## src/hdl/tacho_diag_defs.svh

```systemverilog
`ifndef TACHO_DIAG_DEFS_SVH
`define TACHO_DIAG_DEFS_SVH

// Register byte offsets
`define ADDR_CTRL 8'h00
`define ADDR_TIME_A 8'h04
`define ADDR_TIME_B 8'h08
`define ADDR_STARTUP 8'h0c
`define ADDR_RUN_ALARM 8'h10
`define ADDR_ON_ALARM 8'h14
`define ADDR_AVG 8'h18
`define ADDR_STATUS 8'h1c
`define ADDR_IRQ_STAT 8'h20
`define ADDR_IRQ_MASK 8'h24
`define ADDR_RUN_MON 8'h28
`define ADDR_ON_MON 8'h2c
`define ADDR_MEAS 8'h30
// Field positions
`define CTRL_MODE_LSB 0
`define CTRL_HOLD_BIT 2
// Factory values
`define TIME_A_RST 24'h0003e8
`define TIME_B_RST 24'h002710
`define STARTUP_RST 10'h000
`define RUN_ALARM_RST 10'h064
`define ON_ALARM_RST 14'h0064
`define AVG_RST 4'h1
`define MODE_RST 2'h0
`define MEAS_MAX 20'hf423f
`define SETTING_MAX 10'h3e7
`define ON_SUB_MAX 10'h3e7
// Timing
`define CLK_PERIOD_NS 25
`define TENTH_SEC_MS 100
`define TENTH_SEC_CYCLES (`TENTH_SEC_MS * 1000000 / `CLK_PERIOD_NS)
`define MS_CYCLES (1000000 / `CLK_PERIOD_NS)
`define TENTH_YEAR_SEC 3155760
`define BLINK_HALF_TENTHS 3'h4
`define TENTHS_PER_SEC 4'h9
`define RESP_OKAY 2'h0
`define RESP_SLVERR 2'h2
`endif

```

## src/hdl/tacho_diag_pkg.sv

```systemverilog
package tacho_diag_pkg;
	typedef enum logic [3:0] {
		F_NONE = 4'h1,
		F_CPU = 4'h2,
		F_RAM = 4'h4,
		F_NVM = 4'h8
	} fault_t;
	typedef enum logic [2:0] {
		MD_VALUE = 3'h0,
		MD_OVERFLOW = 3'h1,
		MD_BLANK = 3'h2,
		MD_CPU = 3'h3,
		MD_MEMORY = 3'h4,
		MD_REPLACE = 3'h5
	} main_disp_t;
	typedef enum logic [1:0] {
		SD_NORMAL = 2'h0,
		SD_BLANK = 2'h1,
		SD_CHECKSUM = 2'h2
	} sub_disp_t;
	typedef enum logic [1:0] {
		OM_LIMITS = 2'h0,
		OM_UPPER_LOWER = 2'h1
	} out_mode_t;
endpackage : tacho_diag_pkg

```

## src/hdl/pulse_interval.sv

```systemverilog
module pulse_interval #(
	parameter int unsigned MS_CYCLES = 40000
)(
	input wire logic aclk,
	input wire logic aresetn,
	input wire logic pulse,
	input wire logic [23:0] time_a,
	input wire logic [23:0] time_b,
	output logic a_over,
	output logic b_over
);
	logic [31:0] div_reg, div_next;
	logic [23:0] ms_reg, ms_next;

	// Millisecond count since the last sensor pulse, saturating
	always_comb begin
		div_next = div_reg + 32'h1;
		ms_next = ms_reg;
		if (div_reg >= MS_CYCLES - 1) begin
			div_next = 32'h0;
			if (ms_reg != 24'hffffff)
				ms_next = ms_reg + 24'h1;
		end
		if (pulse) begin
			div_next = 32'h0;
			ms_next = 24'h0;
		end
	end

	always_ff @(posedge aclk) begin
		if (!aresetn) begin
			div_reg <= 32'h0;
			ms_reg <= 24'h0;
		end else begin
			div_reg <= div_next;
			ms_reg <= ms_next;
		end
	end

	// Single interval compared, never an average
	assign a_over = ms_reg > time_a;
	assign b_over = ms_reg > time_b;
endmodule : pulse_interval

```

## src/hdl/tacho_self_diag_hold.sv

```systemverilog
// Added by the designer: the AXI4-Lite slave port and the address map.
`include "tacho_diag_defs.svh"
module tacho_self_diag_hold #(
	parameter int unsigned TENTH_SEC_CYCLES = `TENTH_SEC_CYCLES,
	parameter int unsigned MS_CYCLES = `MS_CYCLES,
	parameter int unsigned TENTH_YEAR_SEC = `TENTH_YEAR_SEC
)(
	input wire logic aclk,
	input wire logic aresetn,
	input wire logic [7:0] awaddr,
	input wire logic awvalid,
	output logic awready,
	input wire logic [31:0] wdata,
	input wire logic [3:0] wstrb,
	input wire logic wvalid,
	output logic wready,
	output logic [1:0] bresp,
	output logic bvalid,
	input wire logic bready,
	input wire logic [7:0] araddr,
	input wire logic arvalid,
	output logic arready,
	output logic [31:0] rdata,
	output logic [1:0] rresp,
	output logic rvalid,
	input wire logic rready,
	input wire logic pulse_tick,
	input wire logic hold_in,
	input wire logic hold_key,
	input wire logic [19:0] meas_value,
	input wire logic cpu_fault,
	input wire logic ram_fault,
	input wire logic nvm_fault,
	output logic out_on,
	output logic [2:0] main_disp,
	output logic [1:0] sub_disp,
	output logic [19:0] disp_value,
	output logic irq
);
	////////////////////////////////////////////////////////////////////////
	// Bus channel state
	logic aw_have_reg, aw_have_next, w_have_reg, w_have_next;
	logic [7:0] waddr_reg, waddr_next;
	logic [31:0] wdat_reg, wdat_next;
	logic [3:0] wstb_reg, wstb_next;
	logic bvalid_reg, bvalid_next, rvalid_reg, rvalid_next;
	logic [1:0] bresp_reg, bresp_next, rresp_reg, rresp_next;
	logic [31:0] rdata_reg, rdata_next;
	logic wr_go, wr_hit, rd_hit;
	logic [31:0] rd_word;

	// Settings and core state
	logic [1:0] mode_reg, mode_next;
	logic [23:0] ta_reg, ta_next, tb_reg, tb_next;
	logic [9:0] stup_reg, stup_next, ralm_reg, ralm_next;
	logic [13:0] oalm_reg, oalm_next;
	logic [3:0] avg_reg, avg_next;
	logic [4:0] ist_reg, ist_next, imask_reg, imask_next;
	tacho_diag_pkg::fault_t fault_reg, fault_next;
	logic [31:0] tcnt_reg, tcnt_next, ysec_reg, ysec_next;
	logic [2:0] bcnt_reg, bcnt_next;
	logic [3:0] scnt_reg, scnt_next;
	logic blink_reg, blink_next, started_reg, started_next;
	logic [9:0] scount_reg, scount_next, run_reg, run_next;
	logic [9:0] onsub_reg, onsub_next;
	logic [13:0] onk_reg, onk_next;
	logic rpl_clr_reg, rpl_clr_next, out_reg, out_next;
	logic ovf_prev_reg, rpl_prev_reg;
	logic [2:0] md_reg, md_next;
	logic [1:0] sd_reg, sd_next;
	logic [19:0] dv_reg, dv_next;
	logic tenth_tick, hold_op, ovf, rpl_hit, rpl_show, a_over, b_over;
	logic [4:0] events;

	function automatic logic [31:0] merge(input logic [31:0] old,
		input logic [31:0] nw, input logic [3:0] stb);
		logic [31:0] m;
		m = {{8{stb[3]}}, {8{stb[2]}}, {8{stb[1]}}, {8{stb[0]}}};
		return (old & ~m) | (nw & m);
	endfunction : merge

	////////////////////////////////////////////////////////////////////////
	// Write channels taken in either order; one write, one read at a time
	assign awready = !aw_have_reg && !bvalid_reg;
	assign wready = !w_have_reg && !bvalid_reg;
	assign arready = !rvalid_reg;
	assign wr_go = aw_have_reg && w_have_reg;
	assign wr_hit = waddr_reg[7:2] <= 6'hc && waddr_reg[7:2] != 6'h7;
	assign rd_hit = araddr[7:2] <= 6'hc;

	// Read data multiplexer
	always_comb begin
		rd_word = 32'h0;
		unique case (araddr[7:2])
		6'h0: rd_word = {30'h0, mode_reg};
		6'h1: rd_word = {8'h0, ta_reg};
		6'h2: rd_word = {8'h0, tb_reg};
		6'h3: rd_word = {22'h0, stup_reg};
		6'h4: rd_word = {22'h0, ralm_reg};
		6'h5: rd_word = {18'h0, oalm_reg};
		6'h6: rd_word = {28'h0, avg_reg};
		6'h7: rd_word = {23'h0, hold_in, started_reg, out_reg, rpl_show,
			ovf, fault_reg};
		6'h8: rd_word = {27'h0, ist_reg};
		6'h9: rd_word = {27'h0, imask_reg};
		6'ha: rd_word = {22'h0, run_reg};
		6'hb: rd_word = {18'h0, onk_reg};
		6'hc: rd_word = {12'h0, dv_reg};
		default: rd_word = 32'h0;
		endcase
	end

	// Bus handshake next state
	always_comb begin
		aw_have_next = aw_have_reg;
		w_have_next = w_have_reg;
		waddr_next = waddr_reg;
		wdat_next = wdat_reg;
		wstb_next = wstb_reg;
		bvalid_next = bvalid_reg && !bready;
		bresp_next = bresp_reg;
		rvalid_next = rvalid_reg && !rready;
		rresp_next = rresp_reg;
		rdata_next = rdata_reg;
		if (awvalid && awready) begin
			aw_have_next = 1'b1;
			waddr_next = awaddr;
		end
		if (wvalid && wready) begin
			w_have_next = 1'b1;
			wdat_next = wdata;
			wstb_next = wstrb;
		end
		if (wr_go) begin
			aw_have_next = 1'b0;
			w_have_next = 1'b0;
			bvalid_next = 1'b1;
			bresp_next = wr_hit ? `RESP_OKAY : `RESP_SLVERR;
		end
		if (arvalid && arready) begin
			rvalid_next = 1'b1;
			rdata_next = rd_word;
			rresp_next = rd_hit ? `RESP_OKAY : `RESP_SLVERR;
		end
	end

	always_ff @(posedge aclk) begin
		if (!aresetn) begin
			aw_have_reg <= 1'b0;
			w_have_reg <= 1'b0;
			waddr_reg <= 8'h0;
			wdat_reg <= 32'h0;
			wstb_reg <= 4'h0;
			bvalid_reg <= 1'b0;
			bresp_reg <= 2'h0;
			rvalid_reg <= 1'b0;
			rresp_reg <= 2'h0;
			rdata_reg <= 32'h0;
		end else begin
			aw_have_reg <= aw_have_next;
			w_have_reg <= w_have_next;
			waddr_reg <= waddr_next;
			wdat_reg <= wdat_next;
			wstb_reg <= wstb_next;
			bvalid_reg <= bvalid_next;
			bresp_reg <= bresp_next;
			rvalid_reg <= rvalid_next;
			rresp_reg <= rresp_next;
			rdata_reg <= rdata_next;
		end
	end

	assign bvalid = bvalid_reg;
	assign bresp = bresp_reg;
	assign rvalid = rvalid_reg;
	assign rresp = rresp_reg;
	assign rdata = rdata_reg;

	////////////////////////////////////////////////////////////////////////
	// Hold operation from the key or from a control write
	logic [31:0] ctrl_w;
	assign ctrl_w = merge(32'h0, wdat_reg, wstb_reg);
	assign hold_op = hold_key ||
		(wr_go && waddr_reg == `ADDR_CTRL && ctrl_w[`CTRL_HOLD_BIT]);
	assign ovf = meas_value > `MEAS_MAX;
	assign rpl_hit = (ralm_reg != 10'h0 && run_reg >= ralm_reg) ||
		(oalm_reg != 14'h0 && onk_reg >= oalm_reg);
	assign rpl_show = rpl_hit && !rpl_clr_reg;
	assign tenth_tick = tcnt_reg >= TENTH_SEC_CYCLES - 1;
	assign events = {rpl_show && !rpl_prev_reg,
		nvm_fault, ram_fault, cpu_fault, ovf && !ovf_prev_reg};

	// Settings; a cleared non-volatile fault reloads factory values
	always_comb begin
		logic [31:0] m;
		m = 32'h0;
		mode_next = mode_reg;
		ta_next = ta_reg;
		tb_next = tb_reg;
		stup_next = stup_reg;
		ralm_next = ralm_reg;
		oalm_next = oalm_reg;
		avg_next = avg_reg;
		imask_next = imask_reg;
		if (wr_go) begin
			unique case (waddr_reg)
			`ADDR_CTRL: begin
				m = merge({30'h0, mode_reg}, wdat_reg, wstb_reg);
				mode_next = m[`CTRL_MODE_LSB +: 2];
			end
			`ADDR_TIME_A: begin
				m = merge({8'h0, ta_reg}, wdat_reg, wstb_reg);
				ta_next = m[23:0];
			end
			`ADDR_TIME_B: begin
				m = merge({8'h0, tb_reg}, wdat_reg, wstb_reg);
				tb_next = m[23:0];
			end
			`ADDR_STARTUP: begin
				m = merge({22'h0, stup_reg}, wdat_reg, wstb_reg);
				if (m[9:0] <= `SETTING_MAX)
					stup_next = m[9:0];
			end
			`ADDR_RUN_ALARM: begin
				m = merge({22'h0, ralm_reg}, wdat_reg, wstb_reg);
				if (m[9:0] <= `SETTING_MAX)
					ralm_next = m[9:0];
			end
			`ADDR_ON_ALARM: begin
				m = merge({18'h0, oalm_reg}, wdat_reg, wstb_reg);
				oalm_next = m[13:0];
			end
			`ADDR_AVG: begin
				m = merge({28'h0, avg_reg}, wdat_reg, wstb_reg);
				avg_next = m[3:0];
			end
			`ADDR_IRQ_MASK: begin
				m = merge({27'h0, imask_reg}, wdat_reg, wstb_reg);
				imask_next = m[4:0];
			end
			default: m = 32'h0;
			endcase
		end
		if (hold_op && fault_reg == tacho_diag_pkg::F_NVM) begin
			mode_next = `MODE_RST;
			ta_next = `TIME_A_RST;
			tb_next = `TIME_B_RST;
			stup_next = `STARTUP_RST;
			ralm_next = `RUN_ALARM_RST;
			oalm_next = `ON_ALARM_RST;
			avg_next = `AVG_RST;
		end
	end

	always_ff @(posedge aclk) begin
		if (!aresetn) begin
			mode_reg <= `MODE_RST;
			ta_reg <= `TIME_A_RST;
			tb_reg <= `TIME_B_RST;
			stup_reg <= `STARTUP_RST;
			ralm_reg <= `RUN_ALARM_RST;
			oalm_reg <= `ON_ALARM_RST;
			avg_reg <= `AVG_RST;
			imask_reg <= 5'h0;
		end else begin
			mode_reg <= mode_next;
			ta_reg <= ta_next;
			tb_reg <= tb_next;
			stup_reg <= stup_next;
			ralm_reg <= ralm_next;
			oalm_reg <= oalm_next;
			avg_reg <= avg_next;
			imask_reg <= imask_next;
		end
	end

	////////////////////////////////////////////////////////////////////////
	// Tacho interval thresholds, single interval regardless of averaging
	pulse_interval #(
		.MS_CYCLES(MS_CYCLES)
	) u_interval (
		.aclk(aclk),
		.aresetn(aresetn),
		.pulse(pulse_tick && started_reg),
		.time_a(ta_reg),
		.time_b(tb_reg),
		.a_over(a_over),
		.b_over(b_over)
	);

	// Timebase, accumulators, faults, output, display and interrupts
	always_comb begin
		tcnt_next = tenth_tick ? 32'h0 : tcnt_reg + 32'h1;
		bcnt_next = bcnt_reg;
		blink_next = blink_reg;
		scnt_next = scnt_reg;
		ysec_next = ysec_reg;
		run_next = run_reg;
		scount_next = scount_reg;
		started_next = started_reg || scount_reg >= stup_reg;
		if (tenth_tick) begin
			bcnt_next = bcnt_reg + 3'h1;
			if (bcnt_reg == `BLINK_HALF_TENTHS) begin
				bcnt_next = 3'h0;
				blink_next = !blink_reg;
			end
			if (!started_reg)
				scount_next = scount_reg + 10'h1;
			scnt_next = scnt_reg + 4'h1;
			if (scnt_reg == `TENTHS_PER_SEC) begin
				scnt_next = 4'h0;
				ysec_next = ysec_reg + 32'h1;
				if (ysec_reg >= TENTH_YEAR_SEC - 1) begin
					ysec_next = 32'h0;
					if (run_reg != 10'h3ff)
						run_next = run_reg + 10'h1;
				end
			end
		end
		// Faults: clear first, so a fault in the clearing cycle wins
		fault_next = fault_reg;
		if (hold_op && (fault_reg == tacho_diag_pkg::F_CPU ||
			fault_reg == tacho_diag_pkg::F_NVM))
			fault_next = tacho_diag_pkg::F_NONE;
		if (ram_fault)
			fault_next = tacho_diag_pkg::F_RAM;
		else if (fault_reg != tacho_diag_pkg::F_RAM) begin
			if (nvm_fault)
				fault_next = tacho_diag_pkg::F_NVM;
			else if (cpu_fault && fault_next == tacho_diag_pkg::F_NONE)
				fault_next = tacho_diag_pkg::F_CPU;
		end
		rpl_clr_next = rpl_clr_reg || (hold_op && rpl_show);
		// Output; a hold operation is deliberately not an input here
		out_next = out_reg;
		if (fault_reg != tacho_diag_pkg::F_NONE)
			out_next = 1'b0;
		else if (!started_reg)
			out_next = 1'b0;
		else if (hold_in || ovf)
			out_next = out_reg;
		else if (mode_reg == tacho_diag_pkg::OM_UPPER_LOWER) begin
			if (ta_reg >= tb_reg)
				out_next = 1'b1;
			else
				out_next = a_over && !b_over;
		end else if (b_over)
			out_next = 1'b0;
		else if (a_over)
			out_next = 1'b1;
		// Output ON count, thousands with a sub-counter
		onsub_next = onsub_reg;
		onk_next = onk_reg;
		if (out_next && !out_reg) begin
			onsub_next = onsub_reg + 10'h1;
			if (onsub_reg == `ON_SUB_MAX) begin
				onsub_next = 10'h0;
				if (onk_reg != 14'h3fff)
					onk_next = onk_reg + 14'h1;
			end
		end
		// Display selection by priority
		dv_next = hold_in ? dv_reg : meas_value;
		sd_next = tacho_diag_pkg::SD_NORMAL;
		md_next = tacho_diag_pkg::MD_VALUE;
		if (fault_reg == tacho_diag_pkg::F_RAM) begin
			md_next = tacho_diag_pkg::MD_MEMORY;
			sd_next = tacho_diag_pkg::SD_BLANK;
		end else if (fault_reg == tacho_diag_pkg::F_NVM) begin
			md_next = tacho_diag_pkg::MD_MEMORY;
			sd_next = tacho_diag_pkg::SD_CHECKSUM;
		end else if (fault_reg == tacho_diag_pkg::F_CPU) begin
			md_next = tacho_diag_pkg::MD_CPU;
			sd_next = tacho_diag_pkg::SD_BLANK;
		end else if (ovf)
			md_next = blink_reg ? tacho_diag_pkg::MD_OVERFLOW
				: tacho_diag_pkg::MD_BLANK;
		else if (rpl_show && blink_reg)
			md_next = tacho_diag_pkg::MD_REPLACE;
		// Sticky status, write one to clear, set wins
		ist_next = ist_reg;
		if (wr_go && waddr_reg == `ADDR_IRQ_STAT)
			ist_next = ist_reg & ~ctrl_w[4:0];
		ist_next = ist_next | events;
	end

	always_ff @(posedge aclk) begin
		if (!aresetn) begin
			tcnt_reg <= 32'h0;
			bcnt_reg <= 3'h0;
			blink_reg <= 1'b0;
			scnt_reg <= 4'h0;
			ysec_reg <= 32'h0;
			run_reg <= 10'h0;
			scount_reg <= 10'h0;
			started_reg <= 1'b0;
			fault_reg <= tacho_diag_pkg::F_NONE;
			rpl_clr_reg <= 1'b0;
			out_reg <= 1'b0;
			onsub_reg <= 10'h0;
			onk_reg <= 14'h0;
			dv_reg <= 20'h0;
			sd_reg <= tacho_diag_pkg::SD_NORMAL;
			md_reg <= tacho_diag_pkg::MD_VALUE;
			ist_reg <= 5'h0;
			ovf_prev_reg <= 1'b0;
			rpl_prev_reg <= 1'b0;
		end else begin
			tcnt_reg <= tcnt_next;
			bcnt_reg <= bcnt_next;
			blink_reg <= blink_next;
			scnt_reg <= scnt_next;
			ysec_reg <= ysec_next;
			run_reg <= run_next;
			scount_reg <= scount_next;
			started_reg <= started_next;
			fault_reg <= fault_next;
			rpl_clr_reg <= rpl_clr_next;
			out_reg <= out_next;
			onsub_reg <= onsub_next;
			onk_reg <= onk_next;
			dv_reg <= dv_next;
			sd_reg <= sd_next;
			md_reg <= md_next;
			ist_reg <= ist_next;
			ovf_prev_reg <= ovf;
			rpl_prev_reg <= rpl_show;
		end
	end

	assign out_on = out_reg;
	assign main_disp = md_reg;
	assign sub_disp = sd_reg;
	assign disp_value = dv_reg;
	assign irq = |(ist_reg & imask_reg);
endmodule : tacho_self_diag_hold

```

## config.mk

```make
export PLATFORM = sky130hd
export DESIGN_NAME = tacho_self_diag_hold
export DESIGN_NICKNAME = d
export VERILOG_FILES = /design/src/hdl/tacho_diag_pkg.sv /design/src/hdl/pulse_interval.sv /design/src/hdl/tacho_self_diag_hold.sv
export VERILOG_INCLUDE_DIRS = /design/src /design/src/hdl
export SDC_FILE = /design/constraint.sdc
export NUM_CORES = 1
export LEC_CHECK = 0
export BUFFER_PORTS_ARGS = -buffer_cell sky130_fd_sc_hd__buf_2
export CAP_MARGIN = 20
export CORE_UTILIZATION = 55
export DETAILED_ROUTE_END_ITERATION = 10
export GPL_TIMING_DRIVEN = 0
export PLACE_DENSITY_LB_ADDON = 0.12
export SYNTH_ARGS = -nofsm -noshare
export SYNTH_HDL_FRONTEND = slang
export SYNTH_HIERARCHICAL = 1
export SYNTH_SLANG_ARGS = --single-unit
```

## constraint.sdc

```tcl
create_clock -name aclk -period 6.9 [get_ports aclk]
set_input_delay 1.035 -clock aclk [delete_from_list [all_inputs] [get_ports aclk]]
set_output_delay 1.035 -clock aclk [all_outputs]
set_load 0.02 [all_outputs]
```

==> run metrics, run 1 <==
status=complete, no violations; maximum vdd drop=197.5 uV; first-pass GRT wire length=87,570 um; Port Buffers=128; Clock Tree Buf Depth=3; Worst slew margin=0.2326; final hold viol count=0; Core ar.=0.03278 mm^2; minimum clock period after layout=3876 ps; post-synthesis average cell area=8.374 um^2; setup TNS=0 ps; ANT nets after route=0; clk sinks=369; clock root cell=clkbuf_16; Final setup viols=0; total grt overflow=0; WP data required=7310 ps; setup bufs post-CTS=0; Post-synth ARST share=0; Pint=3.536 mW; pin count of the biggest net entering global routing=15; hold buffer count at CTS=0; All-Layer GR Usage=0.3301; clock share of power=0.458; CP arrival=4280 ps; Rows=66; Die X=185.2 um; initial antenna violation count=0; CP max stage delay=870 ps; WP buf/inv=1; Max-cap violations=0; Via density=6.002; layout cell share with drive strength beyond 1=0.1004; H-Tree Depth=2; Area growth, synth to finish=14.40%; Max Transition Viols Final=0; most frequent cell after synthesis=dfxtp_1; detailed router's first-iteration violation count=1,483; vias in the first global route=16,320; CP Class=reg -> reg; worst slew pin tran=1135 ps; Sw Ratio=0.2473; final net count=2,609; worst hold margin=469.9 ps; Yosys reg bits=369; Final HPWL DP=42,710 um; top cells by count, synth=dfxtp_1 (369), nor2_1 (264), nand2_1 (252); full die area=0.03429 mm^2; CP Cell Sequence=nor4_2 > a41oi_1 > or2_2 > o21ai_1 > clkbuf_1 > nor2_1; top-area cell type share of the netlist area=0.4003; IO Pins=153; leakage=8.290 nW; DR DRC count=0; post-synthesis sequential area ratio=0.4003; Crit Path Max Fanout=10; final worst-path cycle share=0.5617; sw power=1.162 mW; Synth area leader=dfxtp_1; PostCTS Resize Cnt=0; cell area power density=222.5 mW/mm^2; RePlAce Congestion=1.039; Post-Route WL=56,610 um; Post-synth EDFFs=0; vias=17,320; Worst setup SP type=register; skew final=26.07 ps; Warnings, synthesis=6; Logic pwr share=0.067; Num CTS Buffers=40; CTS tree=built; initial core utilization=0.5629; WL/cell=19.62 um; dominant synthesized flop cell=dfxtp_1; clock insertion delay at the later pin of the skew report=560 ps; Synth cell types=85; Final Power=4.699 mW; f_max=258.0 MHz; RSZ-0062 raised after global routing=no; Min-Delay Path Class=reg -> reg; CP max-delay cell=o21ai_1; top cells by area, synth=dfxtp_1 (40%), ha_1 (7.9%), nor2_1 (5.4%); Worst-path clk slew=60 ps; Critical Path End Type=register; Post-Syn Area=0.01846 mm^2; chip height=185.2 um; Pre-Repair DR Iteration Count=8; Seq pwr share=0.475; post-synthesis cell count=2,204; critical path's top delay family=simple AND/OR/NAND/NOR gates
[final timing paths]
check / from / to / slack, ps / depth (start not counted)
setup / recovery: waddr_reg[7] / register / 3020 / 6
hold / removal: u_interval/div_reg[0] / u_interval/div_reg[0] / 470 / 1
setup reg to reg: waddr_reg[7] / register / 3020 / 6
hold reg to reg: u_interval/div_reg[0] / u_interval/div_reg[0] / 470 / 1
[layer usage]
metal / part of all wire / track usage / up-vias / wire length (um)
met5: 0 / 0 / - / 0
met4: 0.036 / 0.1412 / 0 / 2036
met3: 0.080 / 0.05643 / 129 / 4518
met2: 0.45 / 0.5340 / 704 / 25680
li1: - / - / 8222 / -
met1: 0.43 / 0.4325 / 8261 / 24380
[placed cells by master, fill, tap and decap left out, drive strengths merged, types with 22 or more instances in the layout]
cell / n
inv: 131
nor3: 39
dfxtp: 369
clkbuf: 139
or3: 22
nand3: 64
nand4: 54
a21oi: 166
conb: 36
and3: 32
nor4: 32
a31oi: 22
o21ai: 70
mux2i: 94
buf: 156
nor2: 265
xnor2: 32
ha: 116
xor2: 35
nand2: 252
[logic make-up (layout without fill, tap and decap cells)]
kind of cell / count (synthesis) / after routing / share of synthesized area
and+or+nand+nor: 869 / 869 / 0.2257
AOI/OAI and AO/OA: 446 / 446 / 0.1574
DFF: 369 / 369 / 0.4003
buffers and inverters: 237 / 439 / 0.05241
adders and majority gates: 117 / 117 / 0.07919
muxes: 97 / 97 / 0.05281
xor gates and xnor gates: 67 / 67 / 0.03180
other: 2 / 39 / 0.0004069
[stage by stage]
step | std cells | utilization | instance area [um^2] | worst slack, ps
after floorplan | 2238 | - | 18580 | 3764
after global placement | 2808 | 0.6032 | 19780 | 2729
after detailed placement | 2808 | 0.6034 | 19780 | 3097
after CTS | 2882 | 0.6438 | 21110 | 3179
after global routing | 2882 | 0.6438 | 21110 | 2846
final | 2885 | 0.6440 | 21110 | 3024
[final cells by class]
type	count	area, um^2
fillers	2900	11670
multi-input cells	1632	10230
flip-flops and latches	369	7387
clock buffers	61	1212
repair buffers	128	640.6
well taps	442	553.0
inverters	131	491.7
plain buffers	106	475.5
clock inverters	13	110.1
diodes	3	7.507
[power by group through the flow]
stage	Sequential [mW]	Clock (mW)	Combinational [mW]
floorplan	2.28	0	0.170
global placement	2.27	0	0.302
detailed placement	2.28	0	0.309
CTS	2.23	2.17	0.311
global route	2.23	2.26	0.342
finish	2.23	2.15	0.316
Power figures use the tool's default switching activity.
==> run 2, diff against run 1 <==
Clock period 6.9 ns to 4 ns, I/O delays scaled along.
==> run 2 against run 1 <==
  * Power is 73% higher
  * Fmax is 0.55% higher
  * Routed wire length barely moved
  * Sequential power increased by 73%
==> run metrics, run 2 (same netlist as run 1, synthesis figures left out) <==
Worst slew margin=0.2326; final core occ=0.6440; total grt overflow=0; Final setup viols=0; DR DRC count=0; H-Tree Depth=2; initial core utilization=0.5629; Via density=6.004; CP arrival=4260 ps; Final Power=8.106 mW; skew final=26.77 ps; multi-input combinational cell area=0.01024 mm^2; cell area power density=384.0 mW/mm^2; min-delay src=rready; detailed router's first-iteration violation count=1,482; WP data required=4410 ps; ANT nets after route=0; most frequent cells in the layout=dfxtp_1 (369), nor2_1 (264), nand2_1 (252); Worst-path clk slew=70 ps; Area after DPL=0.01978 mm^2; RePlAce Congestion=1.039; worst slew pin tran=1135 ps; maximum vdd drop=340.7 uV; register area=0.007387 mm^2; All-Layer GR Usage=0.3301; Fill cells=2,900; hold buffer count at CTS=0; Max-cap violations=0; pin count of the biggest net entering global routing=15; setup TNS=0 ps; Pint=6.101 mW; WL/cell=19.64 um; Crit Path Max Fanout=10; Core ar.=0.03278 mm^2; Worst setup SP type=register; worst setup path start=waddr_reg[7]; final hold viol count=0; RSZ-0062 raised after global routing=no; layout cell share with drive strength beyond 1=0.1008; CP Class=reg -> reg; status=complete, no violations; leakage=8.291 nW; vias in the first global route=16,320; worst hold margin=246.9 ps; most common cell after layout, fill and taps aside=dfxtp_1; final setup margin=145.6 ps; vias=17,320; Critical Path End Type=register; Die X=185.2 um; Clock Tree Buf Depth=3; Design Area, Final=0.02111 mm^2; final net count=2,609; final worst-path cycle share=0.9636; minimum clock period after layout=3854 ps; chip height=185.2 um; Min-Delay Path Class=in -> reg; Port Buffers=128; Rows=66; clock share of power=0.458; Max Transition Viols Final=0; first-pass GRT wire length=87,570 um; f_max=259.4 MHz; reg-to-reg startpoint=waddr_reg[7]; Seq pwr share=0.475; Sw Ratio=0.2474; clock insertion delay at the later pin of the skew report=560 ps; Num CTS Buffers=40; clock root cell=clkbuf_16; Area growth, synth to finish=14.39%; clk sinks=369; dpl ws=293.4 ps; initial antenna violation count=0; Logic pwr share=0.067; Final HPWL DP=42,710 um; fin cells=2,884; placed cell count=2,808; full die area=0.03429 mm^2; sw power=2.005 mW; Post-Route WL=56,630 um; CTS tree=built; setup bufs post-CTS=0; Pre-Repair DR Iteration Count=7; IO Pins=153
## run 2: changes by cell type in the layout (fill, tap and decap cells not counted)
cell,change
diode_2,-1
a22o_2,+1
a22o_1,-1
## run 2: final cells by class
type,count,area share
Inverter,131,0.02329
Sequential cell,369,0.3499
Tap cell,442,0.02620
Multi-Input combinational cell,1632,0.4849
Antenna cell,2,0.0002371
Buffer,106,0.02252
Clock buffer,61,0.05743
Timing Repair Buffer,128,0.03034
Clock inverter,13,0.005215
## run 2: power by group through the flow
stage               Sequential, mW  Clock (mW)  Combinational, mW
floorplan                     3.93           0              0.294
global placement              3.92           0              0.521
detailed placement            3.92           0              0.533
CTS                           3.84        3.75              0.536
global route                  3.85        3.90              0.590
finish                        3.85        3.71              0.546
## run 2: what timing repair did
item / in CTS / in global routing
endpoints found under the setup margin: 0 / 5
hold endpoints to repair: 0 / 0
gates resized for setup: 0 / 1
## run 2: path summary, 6_finish.rpt
| path | end | slack [ps] | depth (start not counted) |
|---|---|---|---|
| setup reg to reg | register | 150 | 6 |
| hold / removal | rvalid | 250 | 2 |
| setup / recovery | register | 150 | 6 |
| hold reg to reg | u_interval/div_reg[0] | 470 | 1 |
## run 2: worst max-delay path, stage by stage, from the launching register on
cell and delay [ps]:
dfxtp_1 350, nor4_2 850, a41oi_1 450, or2_2 460
o21ai_1 840, clkbuf_1 620, nor2_1 120
## run 2: routing by layer
metal,vias to the layer above,GRT usage,part of all wire
met3,131,0.05643,0.079
met1,8240,0.4325,0.43
li1,8227,-,-
met2,718,0.5340,0.45
met5,-,0,0
met4,0,0.1412,0.036
